[config.mk]
export PLATFORM = sky130hd
export DESIGN_NAME = sspc_power_seq
export DESIGN_NICKNAME = d
export VERILOG_FILES = /design/src/verilog/sspc_pkg.sv /design/src/verilog/sspc_wake_filter.sv /design/src/verilog/sspc_settle_timer.sv /design/src/verilog/sspc_power_seq.sv
export VERILOG_INCLUDE_DIRS = /design/src /design/src/verilog
export SDC_FILE = /design/constraint.sdc
export NUM_CORES = 1
export LEC_CHECK = 0
export BUFFER_PORTS_ARGS = -buffer_cell sky130_fd_sc_hd__buf_2
export CORE_MARGIN = 1.5
export CORE_UTILIZATION = 59
export CTS_CLUSTER_SIZE = 30
export DETAILED_ROUTE_END_ITERATION = 8
export PLACE_DENSITY_LB_ADDON = 0.15
export SLEW_MARGIN = 40
export SYNTH_ARGS = -nofsm -noshare
export SYNTH_HDL_FRONTEND = slang
export SYNTH_SLANG_ARGS = --single-unit
[constraint.sdc]
create_clock -name clock -period 5.31 [get_ports clock]
set_clock_uncertainty 0.05 [all_clocks]
set_input_delay 1.062 -clock clock [delete_from_list [all_inputs] [get_ports clock]]
set_output_delay 1.062 -clock clock [all_outputs]
set_load 0.05 [all_outputs]
[src/verilog/sspc_map.svh]
// Constants for the sleep and standby power sequencer.
`ifndef SSPC_MAP_SVH
`define SSPC_MAP_SVH
`define SSPC_STANDBY_SELECT_BIT_RESET 1'b0
`define SSPC_STS_RESET 3'h0
`define SSPC_STS_8K 3'h0
`define SSPC_STS_16K 3'h1
`define SSPC_STS_32K 3'h2
`define SSPC_STS_64K 3'h3
`define SSPC_STS_128K 3'h4
`define SSPC_STS_1K 3'h5
`define SSPC_WAIT_8K 18'h0_2000
`define SSPC_WAIT_16K 18'h0_4000
`define SSPC_WAIT_32K 18'h0_8000
`define SSPC_WAIT_64K 18'h1_0000
`define SSPC_WAIT_128K 18'h2_0000
`define SSPC_WAIT_1K 18'h0_0400
`define SSPC_RFSH_CLR_MSB 7
`define SSPC_RFSH_CLR_LSB 6
`define SSPC_IRQ_PINS 3
`endif

[src/verilog/sspc_pkg.sv]
// Types shared by the sleep and standby power sequencer files.
package sspc_pkg;
  typedef enum logic [5:0] {
    SSPC_RUN = 6'b00_0001,
    SSPC_SLEEP = 6'b00_0010,
    SSPC_SWSTBY = 6'b00_0100,
    SSPC_SETTLE = 6'b00_1000,
    SSPC_RSTOSC = 6'b01_0000,
    SSPC_HWSTBY = 6'b10_0000
  } sspc_state_t;

  // Wake request bundle from the interrupt side.
  typedef struct packed {
    logic nmi;
    logic [2:0] irqPend;
    logic [2:0] irqEnable;
    logic irqCpuMasked;
    logic periphReq;
    logic periphEnabled;
    logic periphCpuMasked;
  } sspc_wake_t;

  // Clock and module control bundle toward the chip.
  typedef struct packed {
    logic cpuRun;
    logic oscRun;
    logic clockOn;
    logic periphRun;
    logic periphReset;
    logic refreshInit;
  } sspc_ctl_t;
endpackage : sspc_pkg

[src/verilog/sspc_wake_filter.sv]
// Qualifies interrupt requests into sleep and standby wake events.
`timescale 1ns/1ps
module sspc_wake_filter (
  input wire sspc_pkg::sspc_wake_t wake,
  output logic sleepWake,
  output logic standbyWake
);
  // Sleep wakes on NMI, enabled unmasked pins or an enabled unmasked peripheral.
  assign sleepWake = wake.nmi
    | ((|(wake.irqPend & wake.irqEnable)) & ~wake.irqCpuMasked)
    | (wake.periphReq & wake.periphEnabled & ~wake.periphCpuMasked);
  // Standby wakes only on NMI or enabled unmasked external pins.
  assign standbyWake = wake.nmi
    | ((|(wake.irqPend & wake.irqEnable)) & ~wake.irqCpuMasked);
endmodule : sspc_wake_filter

[src/verilog/sspc_settle_timer.sv]
// Settling wait counter loaded from the settle-time select code.
`timescale 1ns/1ps
`include "sspc_map.svh"
module sspc_settle_timer (
  input wire logic clock,
  input wire logic reset_n,
  input wire logic clockEnable,
  input wire logic load,
  input wire logic tick,
  input wire logic [2:0] settleTimeSelect,
  output logic done
);
  logic [17:0] count_q;
  logic [17:0] loadVal;

  // Decode the code into a wait in divided clock states.
  always_comb begin
    unique case (settleTimeSelect)
      `SSPC_STS_8K: loadVal = `SSPC_WAIT_8K;
      `SSPC_STS_16K: loadVal = `SSPC_WAIT_16K;
      `SSPC_STS_32K: loadVal = `SSPC_WAIT_32K;
      `SSPC_STS_64K: loadVal = `SSPC_WAIT_64K;
      `SSPC_STS_128K: loadVal = `SSPC_WAIT_128K;
      `SSPC_STS_1K: loadVal = `SSPC_WAIT_1K;
      default: loadVal = `SSPC_WAIT_128K; // Illegal codes take the longest wait.
    endcase
  end

  // Count down one per divided state after load.
  always_ff @(posedge clock or negedge reset_n) begin
    if (!reset_n) begin
      count_q <= 18'h0_0000;
    end else if (clockEnable) begin
      if (load) begin
        count_q <= loadVal;
      end else if (tick && count_q != 18'h0_0000) begin
        count_q <= count_q - 18'h0_0001;
      end
    end
  end

  assign done = (count_q == 18'h0_0001) && tick && !load;
endmodule : sspc_settle_timer

[src/verilog/sspc_power_seq.sv]
// Sleep and software standby power sequencer top level.
// What this block does
// - Sleep instruction with select clear enters sleep.
// - CPU halts after sleep, registers kept.
// - Peripherals run in sleep unless module-stopped.
// - Accepted interrupt ends sleep into exception.
// - Peripheral-disabled interrupt does not wake sleep.
// - CPU-masked non-NMI interrupt does not wake.
// - Low reset pin ends sleep into reset.
// - Low standby pin in sleep enters hardware standby.
// - Select set makes sleep enter software standby.
// - Standby stops all clocks, resets peripherals.
// - Standby keeps CPU, RAM, port, refresh settings.
// - Standby entry clears refresh counter, bits 7-6.
// - Standby exits only on NMI, IRQ0-2, pins.
// - Interrupt wake: oscillator, settle wait, then clocks.
// - Disabled or masked IRQ pins keep standby.
// - Reset low restarts clocks; release starts reset.
// - Low standby pin in standby enters hardware standby.
// - Settle code selects 8K..128K or 1K states.
// - Select bit stays set after interrupt wake.
`timescale 1ns/1ps
`include "sspc_map.svh"
module sspc_power_seq (
  input wire logic clock,
  input wire logic reset_n,
  input wire logic clockEnable,
  input wire logic sleepExec,
  input wire logic selWrite,
  input wire logic selWriteData,
  input wire logic [2:0] settleWriteData,
  input wire logic divTick,
  input wire logic [6:0] moduleStop,
  input wire sspc_pkg::sspc_wake_t wake,
  input wire logic chip_rst_n_pin,
  input wire logic hw_standby_n_pin,
  output logic standby_select_bit,
  output logic [2:0] settle_time_select,
  output sspc_pkg::sspc_ctl_t ctl,
  output logic [6:0] moduleRun,
  output logic [1:0] refreshStatusClear,
  output logic refreshCountClear,
  output logic interruptStart,
  output logic resetStart,
  output logic hwStandby,
  output logic [5:0] stateOut
);
  sspc_pkg::sspc_state_t state_q;
  sspc_pkg::sspc_state_t state_d;
  logic sleepWake;
  logic standbyWake;
  logic settleDone;
  logic settleLoad;
  logic rstLow;
  logic stbyLow;
  logic [2:0] settleCode_q;
  logic [17:0] settleTicks_q;
  logic [17:0] settleExpect;

  //////////////////////////////////////////////////////////////////////////////
  // Wake qualification and settle timer.

  sspc_wake_filter sspc_wake_filter_inst (
    .wake(wake),
    .sleepWake(sleepWake),
    .standbyWake(standbyWake)
  );

  sspc_settle_timer sspc_settle_timer_inst (
    .clock(clock),
    .reset_n(reset_n),
    .clockEnable(clockEnable),
    .load(settleLoad),
    .tick(divTick),
    .settleTimeSelect(settle_time_select),
    .done(settleDone)
  );

  assign rstLow = !chip_rst_n_pin;
  assign stbyLow = !hw_standby_n_pin;
  // The timer loads as standby sees its qualified wake.
  assign settleLoad = (state_q == sspc_pkg::SSPC_SWSTBY) && standbyWake
    && !rstLow && !stbyLow;

  //////////////////////////////////////////////////////////////////////////////
  // Control register bits written by software.

  // The select bit only changes on a write, so a wake leaves it set.
  always_ff @(posedge clock or negedge reset_n) begin
    if (!reset_n) begin
      standby_select_bit <= `SSPC_STANDBY_SELECT_BIT_RESET;
      settle_time_select <= `SSPC_STS_RESET;
    end else if (clockEnable) begin
      if (selWrite) begin
        standby_select_bit <= selWriteData;
        settle_time_select <= settleWriteData;
      end
    end
  end

  //////////////////////////////////////////////////////////////////////////////
  // Mode sequencer.

  // Next state; standby pin has priority over reset pin, then wakes.
  always_comb begin
    state_d = state_q;
    unique case (state_q)
      sspc_pkg::SSPC_RUN: begin
        if (stbyLow) begin
          state_d = sspc_pkg::SSPC_HWSTBY;
        end else if (sleepExec && !standby_select_bit) begin
          state_d = sspc_pkg::SSPC_SLEEP;
        end else if (sleepExec && standby_select_bit) begin
          state_d = sspc_pkg::SSPC_SWSTBY;
        end
      end
      sspc_pkg::SSPC_SLEEP: begin
        if (stbyLow) begin
          state_d = sspc_pkg::SSPC_HWSTBY;
        end else if (rstLow) begin
          state_d = sspc_pkg::SSPC_RSTOSC;
        end else if (sleepWake) begin
          state_d = sspc_pkg::SSPC_RUN;
        end
      end
      sspc_pkg::SSPC_SWSTBY: begin
        if (stbyLow) begin
          state_d = sspc_pkg::SSPC_HWSTBY;
        end else if (rstLow) begin
          state_d = sspc_pkg::SSPC_RSTOSC;
        end else if (standbyWake) begin
          state_d = sspc_pkg::SSPC_SETTLE;
        end
      end
      sspc_pkg::SSPC_SETTLE: begin
        if (stbyLow) begin
          state_d = sspc_pkg::SSPC_HWSTBY;
        end else if (rstLow) begin
          state_d = sspc_pkg::SSPC_RSTOSC;
        end else if (settleDone) begin
          state_d = sspc_pkg::SSPC_RUN;
        end
      end
      sspc_pkg::SSPC_RSTOSC: begin
        if (stbyLow) begin
          state_d = sspc_pkg::SSPC_HWSTBY;
        end else if (!rstLow) begin
          state_d = sspc_pkg::SSPC_RUN;
        end
      end
      sspc_pkg::SSPC_HWSTBY: begin
        if (!stbyLow) begin
          state_d = sspc_pkg::SSPC_RSTOSC;
        end
      end
      default: state_d = sspc_pkg::SSPC_RUN;
    endcase
  end

  // State register.
  always_ff @(posedge clock or negedge reset_n) begin
    if (!reset_n) begin
      state_q <= sspc_pkg::SSPC_RUN;
    end else if (clockEnable) begin
      state_q <= state_d;
    end
  end

  //////////////////////////////////////////////////////////////////////////////
  // Registered outputs toward CPU, clocks and modules.

  // Clock, CPU and peripheral controls follow the next state.
  always_ff @(posedge clock or negedge reset_n) begin
    if (!reset_n) begin
      ctl <= '{cpuRun: 1'b1, oscRun: 1'b1, clockOn: 1'b1, periphRun: 1'b1,
        periphReset: 1'b0, refreshInit: 1'b0};
      moduleRun <= 7'h7f;
      stateOut <= 6'h01;
    end else if (clockEnable) begin
      ctl.cpuRun <= (state_d == sspc_pkg::SSPC_RUN);
      ctl.oscRun <= !(state_d == sspc_pkg::SSPC_SWSTBY || state_d == sspc_pkg::SSPC_HWSTBY);
      ctl.clockOn <= (state_d == sspc_pkg::SSPC_RUN || state_d == sspc_pkg::SSPC_SLEEP
        || state_d == sspc_pkg::SSPC_RSTOSC);
      ctl.periphRun <= (state_d == sspc_pkg::SSPC_RUN || state_d == sspc_pkg::SSPC_SLEEP);
      ctl.periphReset <= (state_d == sspc_pkg::SSPC_SWSTBY
        || state_d == sspc_pkg::SSPC_SETTLE);
      // Register, RAM and port hold is implied: only peripherals are reset.
      ctl.refreshInit <= (state_d == sspc_pkg::SSPC_SWSTBY);
      moduleRun <= (state_d == sspc_pkg::SSPC_RUN || state_d == sspc_pkg::SSPC_SLEEP)
        ? ~moduleStop : 7'h00;
      stateOut <= 6'(state_d);
    end
  end

  // One-cycle strobes on transitions, and the hardware standby level.
  always_ff @(posedge clock or negedge reset_n) begin
    if (!reset_n) begin
      refreshStatusClear <= 2'h0;
      refreshCountClear <= 1'b0;
      interruptStart <= 1'b0;
      resetStart <= 1'b0;
      hwStandby <= 1'b0;
    end else if (clockEnable) begin
      refreshCountClear <= (state_d == sspc_pkg::SSPC_SWSTBY)
        && (state_q == sspc_pkg::SSPC_RUN);
      refreshStatusClear <= ((state_d == sspc_pkg::SSPC_SWSTBY)
        && (state_q == sspc_pkg::SSPC_RUN)) ? 2'h3 : 2'h0;
      interruptStart <= (state_d == sspc_pkg::SSPC_RUN)
        && (state_q == sspc_pkg::SSPC_SLEEP || state_q == sspc_pkg::SSPC_SETTLE);
      resetStart <= (state_d == sspc_pkg::SSPC_RUN)
        && (state_q == sspc_pkg::SSPC_RSTOSC);
      hwStandby <= (state_d == sspc_pkg::SSPC_HWSTBY);
    end
  end

  //////////////////////////////////////////////////////////////////////////////
  // Checks.

  sleep_entry_a: assert property (@(posedge clock) disable iff (!reset_n)
    (clockEnable && state_q == sspc_pkg::SSPC_RUN && sleepExec && !stbyLow
      && !standby_select_bit) |=> state_q == sspc_pkg::SSPC_SLEEP)
    else $error("sleep not entered");
  standby_entry_a: assert property (@(posedge clock) disable iff (!reset_n)
    (clockEnable && state_q == sspc_pkg::SSPC_RUN && sleepExec && !stbyLow
      && standby_select_bit) |=> state_q == sspc_pkg::SSPC_SWSTBY && !ctl.clockOn)
    else $error("standby not entered");
  cpu_halt_a: assert property (@(posedge clock) disable iff (!reset_n)
    (state_q == sspc_pkg::SSPC_SLEEP && clockEnable && !sleepWake && !rstLow && !stbyLow)
      |=> !ctl.cpuRun && ctl.periphRun)
    else $error("cpu not halted in sleep");
  masked_hold_a: assert property (@(posedge clock) disable iff (!reset_n)
    (state_q == sspc_pkg::SSPC_SWSTBY && !standbyWake && !rstLow && !stbyLow)
      |=> state_q == sspc_pkg::SSPC_SWSTBY)
    else $error("standby left without wake");
  refresh_init_a: assert property (@(posedge clock) disable iff (!reset_n)
    (clockEnable && state_q == sspc_pkg::SSPC_RUN && state_d == sspc_pkg::SSPC_SWSTBY)
      |=> refreshCountClear && refreshStatusClear == 2'h3)
    else $error("refresh not initialised");
  sel_keep_a: assert property (@(posedge clock) disable iff (!reset_n)
    (!selWrite) |=> standby_select_bit == $past(standby_select_bit))
    else $error("select bit changed without write");
  hw_standby_a: assert property (@(posedge clock) disable iff (!reset_n)
    (clockEnable && stbyLow) |=> state_q == sspc_pkg::SSPC_HWSTBY && hwStandby)
    else $error("hardware standby missed");
  reset_exit_a: assert property (@(posedge clock) disable iff (!reset_n)
    (clockEnable && rstLow && !stbyLow && state_q == sspc_pkg::SSPC_SWSTBY)
      |=> ##1 ctl.clockOn)
    else $error("clocks not restarted on reset");
  settle_wait_a: assert property (@(posedge clock) disable iff (!reset_n)
    (state_q == sspc_pkg::SSPC_SETTLE) |-> !ctl.cpuRun)
    else $error("cpu ran during settle");

  // Exits and holds of each mode, judged one edge after the cause, except standby_stop_a and settle_count_a in the same cycle.
  sleep_wake_a: assert property (@(posedge clock) disable iff (!reset_n)
    (clockEnable && state_q == sspc_pkg::SSPC_SLEEP && sleepWake && !rstLow && !stbyLow)
      |=> state_q == sspc_pkg::SSPC_RUN && interruptStart && ctl.cpuRun)
    else $error("sleep not ended by wake");

  sleep_reset_a: assert property (@(posedge clock) disable iff (!reset_n)
    (clockEnable && state_q == sspc_pkg::SSPC_SLEEP && rstLow && !stbyLow)
      |=> state_q == sspc_pkg::SSPC_RSTOSC)
    else $error("sleep not ended by reset pin");

  sleep_hwstby_a: assert property (@(posedge clock) disable iff (!reset_n)
    (clockEnable && state_q == sspc_pkg::SSPC_SLEEP && stbyLow)
      |=> state_q == sspc_pkg::SSPC_HWSTBY && hwStandby)
    else $error("sleep not ended by standby pin");

  sleep_modules_a: assert property (@(posedge clock) disable iff (!reset_n)
    (clockEnable && state_d == sspc_pkg::SSPC_SLEEP) |=> moduleRun == ~$past(moduleStop))
    else $error("module run wrong in sleep");

  standby_stop_a: assert property (@(posedge clock) disable iff (!reset_n)
    (state_q == sspc_pkg::SSPC_SWSTBY) |-> !ctl.clockOn && !ctl.periphRun
      && ctl.periphReset && moduleRun == 7'h00)
    else $error("standby left parts running");

  standby_refuse_a: assert property (@(posedge clock) disable iff (!reset_n)
    (clockEnable && state_q == sspc_pkg::SSPC_SWSTBY && !rstLow && !stbyLow && !wake.nmi
      && !(|(wake.irqPend & wake.irqEnable))) |=> state_q == sspc_pkg::SSPC_SWSTBY)
    else $error("standby left on a foreign source");

  settle_load_a: assert property (@(posedge clock) disable iff (!reset_n)
    (clockEnable && settleLoad) |=> state_q == sspc_pkg::SSPC_SETTLE && ctl.oscRun
      && !ctl.clockOn)
    else $error("settle wait not started");

  settle_exit_a: assert property (@(posedge clock) disable iff (!reset_n)
    (clockEnable && state_q == sspc_pkg::SSPC_SETTLE && settleDone && !rstLow && !stbyLow)
      |=> state_q == sspc_pkg::SSPC_RUN && interruptStart && ctl.clockOn)
    else $error("settle wait not ended");

  settle_count_a: assert property (@(posedge clock) disable iff (!reset_n)
    (clockEnable && state_q == sspc_pkg::SSPC_SETTLE && settleDone && !rstLow && !stbyLow)
      |-> settleTicks_q == settleExpect - 18'h0_0001)
    else $error("settle wait has wrong length");

  refresh_pulse_a: assert property (@(posedge clock) disable iff (!reset_n)
    (clockEnable && refreshCountClear) |=> !refreshCountClear && refreshStatusClear == 2'h0)
    else $error("refresh clear not a pulse");

  hw_release_a: assert property (@(posedge clock) disable iff (!reset_n)
    (clockEnable && state_q == sspc_pkg::SSPC_HWSTBY && !stbyLow)
      |=> state_q == sspc_pkg::SSPC_RSTOSC && !hwStandby)
    else $error("hardware standby not released");

  reset_release_a: assert property (@(posedge clock) disable iff (!reset_n)
    (clockEnable && state_q == sspc_pkg::SSPC_RSTOSC && !rstLow && !stbyLow)
      |=> state_q == sspc_pkg::SSPC_RUN && resetStart && ctl.cpuRun)
    else $error("reset release not handled");

  sel_write_a: assert property (@(posedge clock) disable iff (!reset_n)
    (clockEnable && selWrite) |=> standby_select_bit == $past(selWriteData))
    else $error("select bit write lost");

  //////////////////////////////////////////////////////////////////////////////
  // Check helpers: an independent tally of the settling wait.

  // Code captured at the wake, so a later write cannot skew the tally.
  always_ff @(posedge clock or negedge reset_n) begin
    if (!reset_n) begin
      settleCode_q <= `SSPC_STS_RESET;
    end else if (clockEnable) begin
      if (settleLoad) begin
        settleCode_q <= settle_time_select;
      end
    end
  end

  // Divided states seen so far in the settling wait.
  always_ff @(posedge clock or negedge reset_n) begin
    if (!reset_n) begin
      settleTicks_q <= 18'h0_0000;
    end else if (clockEnable) begin
      if (state_q != sspc_pkg::SSPC_SETTLE) begin
        settleTicks_q <= 18'h0_0000;
      end else if (divTick) begin
        settleTicks_q <= settleTicks_q + 18'h0_0001;
      end
    end
  end

  // Wait that each code asks for; illegal codes take the longest.
  always_comb begin
    unique case (settleCode_q)
      `SSPC_STS_8K: settleExpect = `SSPC_WAIT_8K;
      `SSPC_STS_16K: settleExpect = `SSPC_WAIT_16K;
      `SSPC_STS_32K: settleExpect = `SSPC_WAIT_32K;
      `SSPC_STS_64K: settleExpect = `SSPC_WAIT_64K;
      `SSPC_STS_128K: settleExpect = `SSPC_WAIT_128K;
      `SSPC_STS_1K: settleExpect = `SSPC_WAIT_1K;
      default: settleExpect = `SSPC_WAIT_128K;
    endcase
  end
endmodule : sspc_power_seq

== Word level (Yosys, flattened, before mapping) ==
Cells that the tools add are included.
Cells by class
  bitwise logic cells: 9
  equal/unequal tests: 17
  reduce and logical (&&, ||, !) cells: 25
  mux-type cells: 21
  $add $sub $neg: 1
Operators by type and width (count)
  $mux 6: 15
  $pmux 18 s5: 1
  $mux 18: 2
  $pmux 6 s6: 1
  $eq 18x1->1 const B: 1
  $reduce_bool 18->1: 1
  $sub 18x1->18 const B: 1
  $eq 6x1->1 const B: 2
  $eq 6x2->1 const B: 2
  $eq 6x3->1 const B: 2
  $eq 6x4->1 const B: 2
  $eq 6x5->1 const B: 2
  $eq 6x6->1 const B: 2
  $logic_and 1x1->1: 11
  $mux 7: 1
  $not 7->7: 1
  $eq 3x2->1 const B: 2
  $logic_or 1x1->1: 5
  $reduce_and 2->1: 2
  $and 1x1->1: 3
  $and 3x3->3: 1
  $eq 3x1->1 const B: 1
  $eq 3x3->1 const B: 1
  $logic_not 1->1: 3
  other kinds (6): 8
Word-level totals
  register bits after elaboration: 47
  input port bits: 30
  logic and storage cells: 89

== Depth between registers and ports, before layout ==
  depth in word-level cells: 16
  depth in mapped cells: 7
  gate-level depth less buffers: 6

== Modules after synthesis ==
Synthesis repeated with hierarchy kept, for this count alone.
Unflattened totals
  cell total of the unflattened synthesis: 285
  area, all modules: 2677.6 µm²
By module, submodules not included
  sspc_power_seq: cells an instance 147, seq. area each 690.7 µm², times used 1, area each 1526.5 µm²
  sspc_settle_timer: cells an instance 133, seq. area each 450.4 µm², times used 1, area each 1119.8 µm²
  sspc_wake_filter: cells an instance 5, seq. area each 0.0 µm², times used 1, area each 31.3 µm²

== Worst setup path after synthesis ==
OpenSTA, ideal clock, no wires.
  path kind: input -> register
  from: input port wake[7] (netlist bit)
  to: register sspc_settle_timer_inst.count_q[10]
  path buffers: 1
  setup time: 0.131 ns
  required time: 5.129 ns
  stages: 6
  slack: 2.581 ns
  arrival time: 2.548 ns
  cell sequence: a22o_1 -> a221oi_2 -> or2_2 -> clkbuf_1 -> o32ai_1 -> or3_1
On the way
  word-level cells in the longest chain between the ends: 9
  elaborated cells on any way between the ends: 10
RTL lines
  from (decl): RTL line sspc_power_seq.sv:34  | input wire sspc_pkg::sspc_wake_t wake,
  $and 3x3->3 (*): RTL line sspc_wake_filter.sv:14  | | ((|(wake.irqPend & wake.irqEnable)) & ~wake.irqCpuMasked);
  $reduce_or 3->1 (*): RTL line sspc_wake_filter.sv:14
  $and 1x1->1 (*): RTL line sspc_wake_filter.sv:14
  $or 1x1->1 (*): RTL line sspc_wake_filter.sv:14
  $logic_and 1x1->1 (*): RTL line sspc_power_seq.sv:82  | assign settleLoad = (state_q == sspc_pkg::SSPC_SWSTBY) && standbyWake
  $logic_and 1x1->1 (*) (2 in series): RTL line sspc_power_seq.sv:83  | && !rstLow && !stbyLow;
  $reduce_bool 2->1 (no source line)
  $reduce_and 2->1 (no source line)
  to (signal assigned): RTL line sspc_settle_timer.sv:35  | count_q <= loadVal;
  to (signal assigned): RTL line sspc_settle_timer.sv:37  | count_q <= count_q - 18'h0_0001;
  to (decl): RTL line sspc_settle_timer.sv:13  | logic [17:0] count_q;
Mark *: on every way between the ends. The rest lies on a longest branch, timed or not.
A chain may end at the register's enable or synchronous reset.

==> results.cfg <==
[clocking]
insertion_delay_ns = 0.29
numCtsBuffers = 5
h-tree-depth = 2
clkSlewWorstSetupHoldPaths_ns = 0.08
cts_resized = 0
cts_sinks = 45
hold_buffers = 0
cts_buffer_depth = 2
clock-root-buffer = clkbuf_8
cts_setup_buffers = 0
cts_tree = yes

[hold_path]
hp-start = ctl[0]$_DFFE_PN0P_
holdPathEnd = ctl[0]$_DFFE_PN0P_
hold_path.class = reg2reg
hold_depth = 1

[placement]
hpwl_um = 4650
dp_slack_ns = 2.19
io_buffer_count = 58
place_congestion = 0.913

[sta]
setup-violations-final = 0
setup_tns_ns = 0
rsz0062_at_grt = false
final-hold-violation-count = 0
fmax_mhz = 354
post-route-period-util_pct = 53.2
drv_slew = 0
relSlewSlack_pct = 49.9
layout_min_cycle_time_ns = 2.82
tightest_slew_ns = 0.741
layout_setup_ws_ns = 2.49

[synth]
avgSynthCellArea_um2 = 9.57
synth_top_area_share_pct = 29.7
yosys-top-cells-count = dfrtp_1 (33), nor2_1 (24), inv_1 (21)
synth_top_family_by_area = compound AO/OA/AOI/OAI gates
muxShareOfSynthArea_pct = 4.31
synthArstFlopShare_pct = 100
yosys.cell_types.count = 63
yosysMostFrequentCell = dfrtp_1
yosysSeqAreaShare_pct = 41.0
synthAdderAreaFrac_pct = 1.35
synthFlopType = dfrtp_1
synth_fp_nets = 324
ys_warn_count = 0
synth-xor-area-share_pct = 1.57
synth_area_leaders = dfrtp_1 (30%), dfstp_2 (11%), o32ai_2 (4.1%)
synth_cells = 291
synth_edf_count = 0
synth-simple-area-share_pct = 22.3
synth_top_area_cell = dfrtp_1
syn_area_mm2 = 0.00278
synth_seq_cells = 45
synth-compound-area-share_pct = 24.0

[critical_path]
required_ns = 5.46
startpoint_type = primary input
r2r_slack_ns = 2.53
r2r_cells = 5
path_max_fanout = 28
reg2reg_from = stateOut[2]$_DFFE_PN0P_
worstPathArrival_ns = 2.98
rr_endpoint = moduleRun[6]$_DFFE_PN1P_
critPathKind = in2reg
end_kind = flop

[routing]
antenna_left = 0
drtIter0Drc = 281
drc = 5
wl_um = 6600
num_vias = 2565
wire_per_inst_um = 16.8
drt_pass1_iterations = 8
vias_per_cell = 6.53

[global_route]
grt_pass1_vias = 2463
grt_max_degree = 46
grt_pass1_wl_um = 11100
grt_util_all_layers_pct = 27.3
antenna_found_initial = 0
grt.overflow.total = 0

[floorplan]
io-pin-count = 59
start_util_pct = 62.6
dieWidth_um = 71.7
placementRows = 24
dieArea_mm2 = 0.00514
coreArea_mm2 = 0.00444
die_h_um = 71.7

[flow_run]
drv_cap = 0

[cells_and_area]
syn_to_final_growth_pct = 14.3
drive_gt1_share_pct = 31.1
nFillCells = 337
nets = 373
antenna_cells = 0

[power_and_ir_drop]
power_uw = 1280
p_leak_uw = 0.00142
ir_worst_vdd_uv = 272
p_per_area_mw_per_mm2 = 403

[outcome]
status = complete, but fails checks
violations = DRC
[power by group]
part | switching [uW] | internal (uW)
registers | 101 | 441
clock network | 115 | 118
logic | 349 | 159
total | 565 | 718
[worst max path at each step]
stage,startpoint,end,slack (ns),cells past startpoint
final,clockEnable,moduleRun[6]$_DFFE_PN1P_,2.49,5
after global routing,stateOut[2]$_DFFE_PN0P_,moduleRun[3]$_DFFE_PN1P_,2.30,5
after CTS,wake[7],moduleRun[6]$_DFFE_PN1P_,2.50,6
after detailed placement,wake[7],moduleRun[3]$_DFFE_PN1P_,2.19,6
after global placement,clockEnable,moduleRun[0]$_DFFE_PN1P_,2.27,5
after floorplan,wake[7],sspc_settle_timer_inst.count_q[10]$_DFFE_PN0P_,2.58,6
[state kept, by name, indices dropped and copies added (netlist names)]
register,count
settle_time_select,3
sspc_settle_timer_inst.count_q,18
standby_select_bit,1
moduleRun,7
ctl,6
refreshStatusClear,1
interruptStart,1
stateOut,6
resetStart,1
hwStandby,1
[metrics by stage]
stage	cell area [um2]	instances	hold WS (ns)	util [%]
after global routing	3180	393	0.448	71.6
after CTS	3180	393	0.434	71.6
after floorplan	2780	291	0.452	-
after detailed placement	3080	385	0.417	69.3
final	3180	393	0.431	71.6
after global placement	3070	385	0.411	69.1
[logic make-up (layout without fill, tap and decap cells)]
logic type,Yosys count,count (layout)
AO/OA/AOI/OAI,80,80
XOR/XNOR,5,5
adder cells (fa/ha/maj),3,3
buffers and inverters,38,88
flip-flops,45,45
multiplexers,11,11
AND/OR/NAND/NOR,109,109
[cells in the final DEF, fill, tap and decap left out, drive strengths merged, types with 12 or more instances in the layout]
| cell type | count |
|---|---|
| buf | 59 |
| dfrtp | 33 |
| dfstp | 12 |
| inv | 21 |
| nand2 | 17 |
| nor2 | 24 |
| nor3 | 13 |
| o21ai | 12 |
[final cells by class]
cell class	count	area [um2]	share of cell area (%)
clock buffer	7	96.3	3.03
clock inverter	1	5.00	0.157
inverter	21	78.8	2.48
multi-input combinational	208	1500	47.0
sequential	45	1140	35.9
tap	52	65.1	2.04
timing repair buffer	59	300	9.44
[worst max-delay path, stage by stage]
cell and delay [ns]:
buf_2 0.47, inv_1 0.37, or3_1 0.43, o41a_1 0.30, o32ai_2 0.33
[layer usage]
layer  wire, um  global-route usage [%]  up-vias
li1           -                       -     1205
met1       2920                    39.8     1187
met2       2930                    40.5      157
met3        639                    5.63       16
met4        116                    9.43        0
met5          0                       0        -
Note: power is estimated with default switching activity, not from simulation.
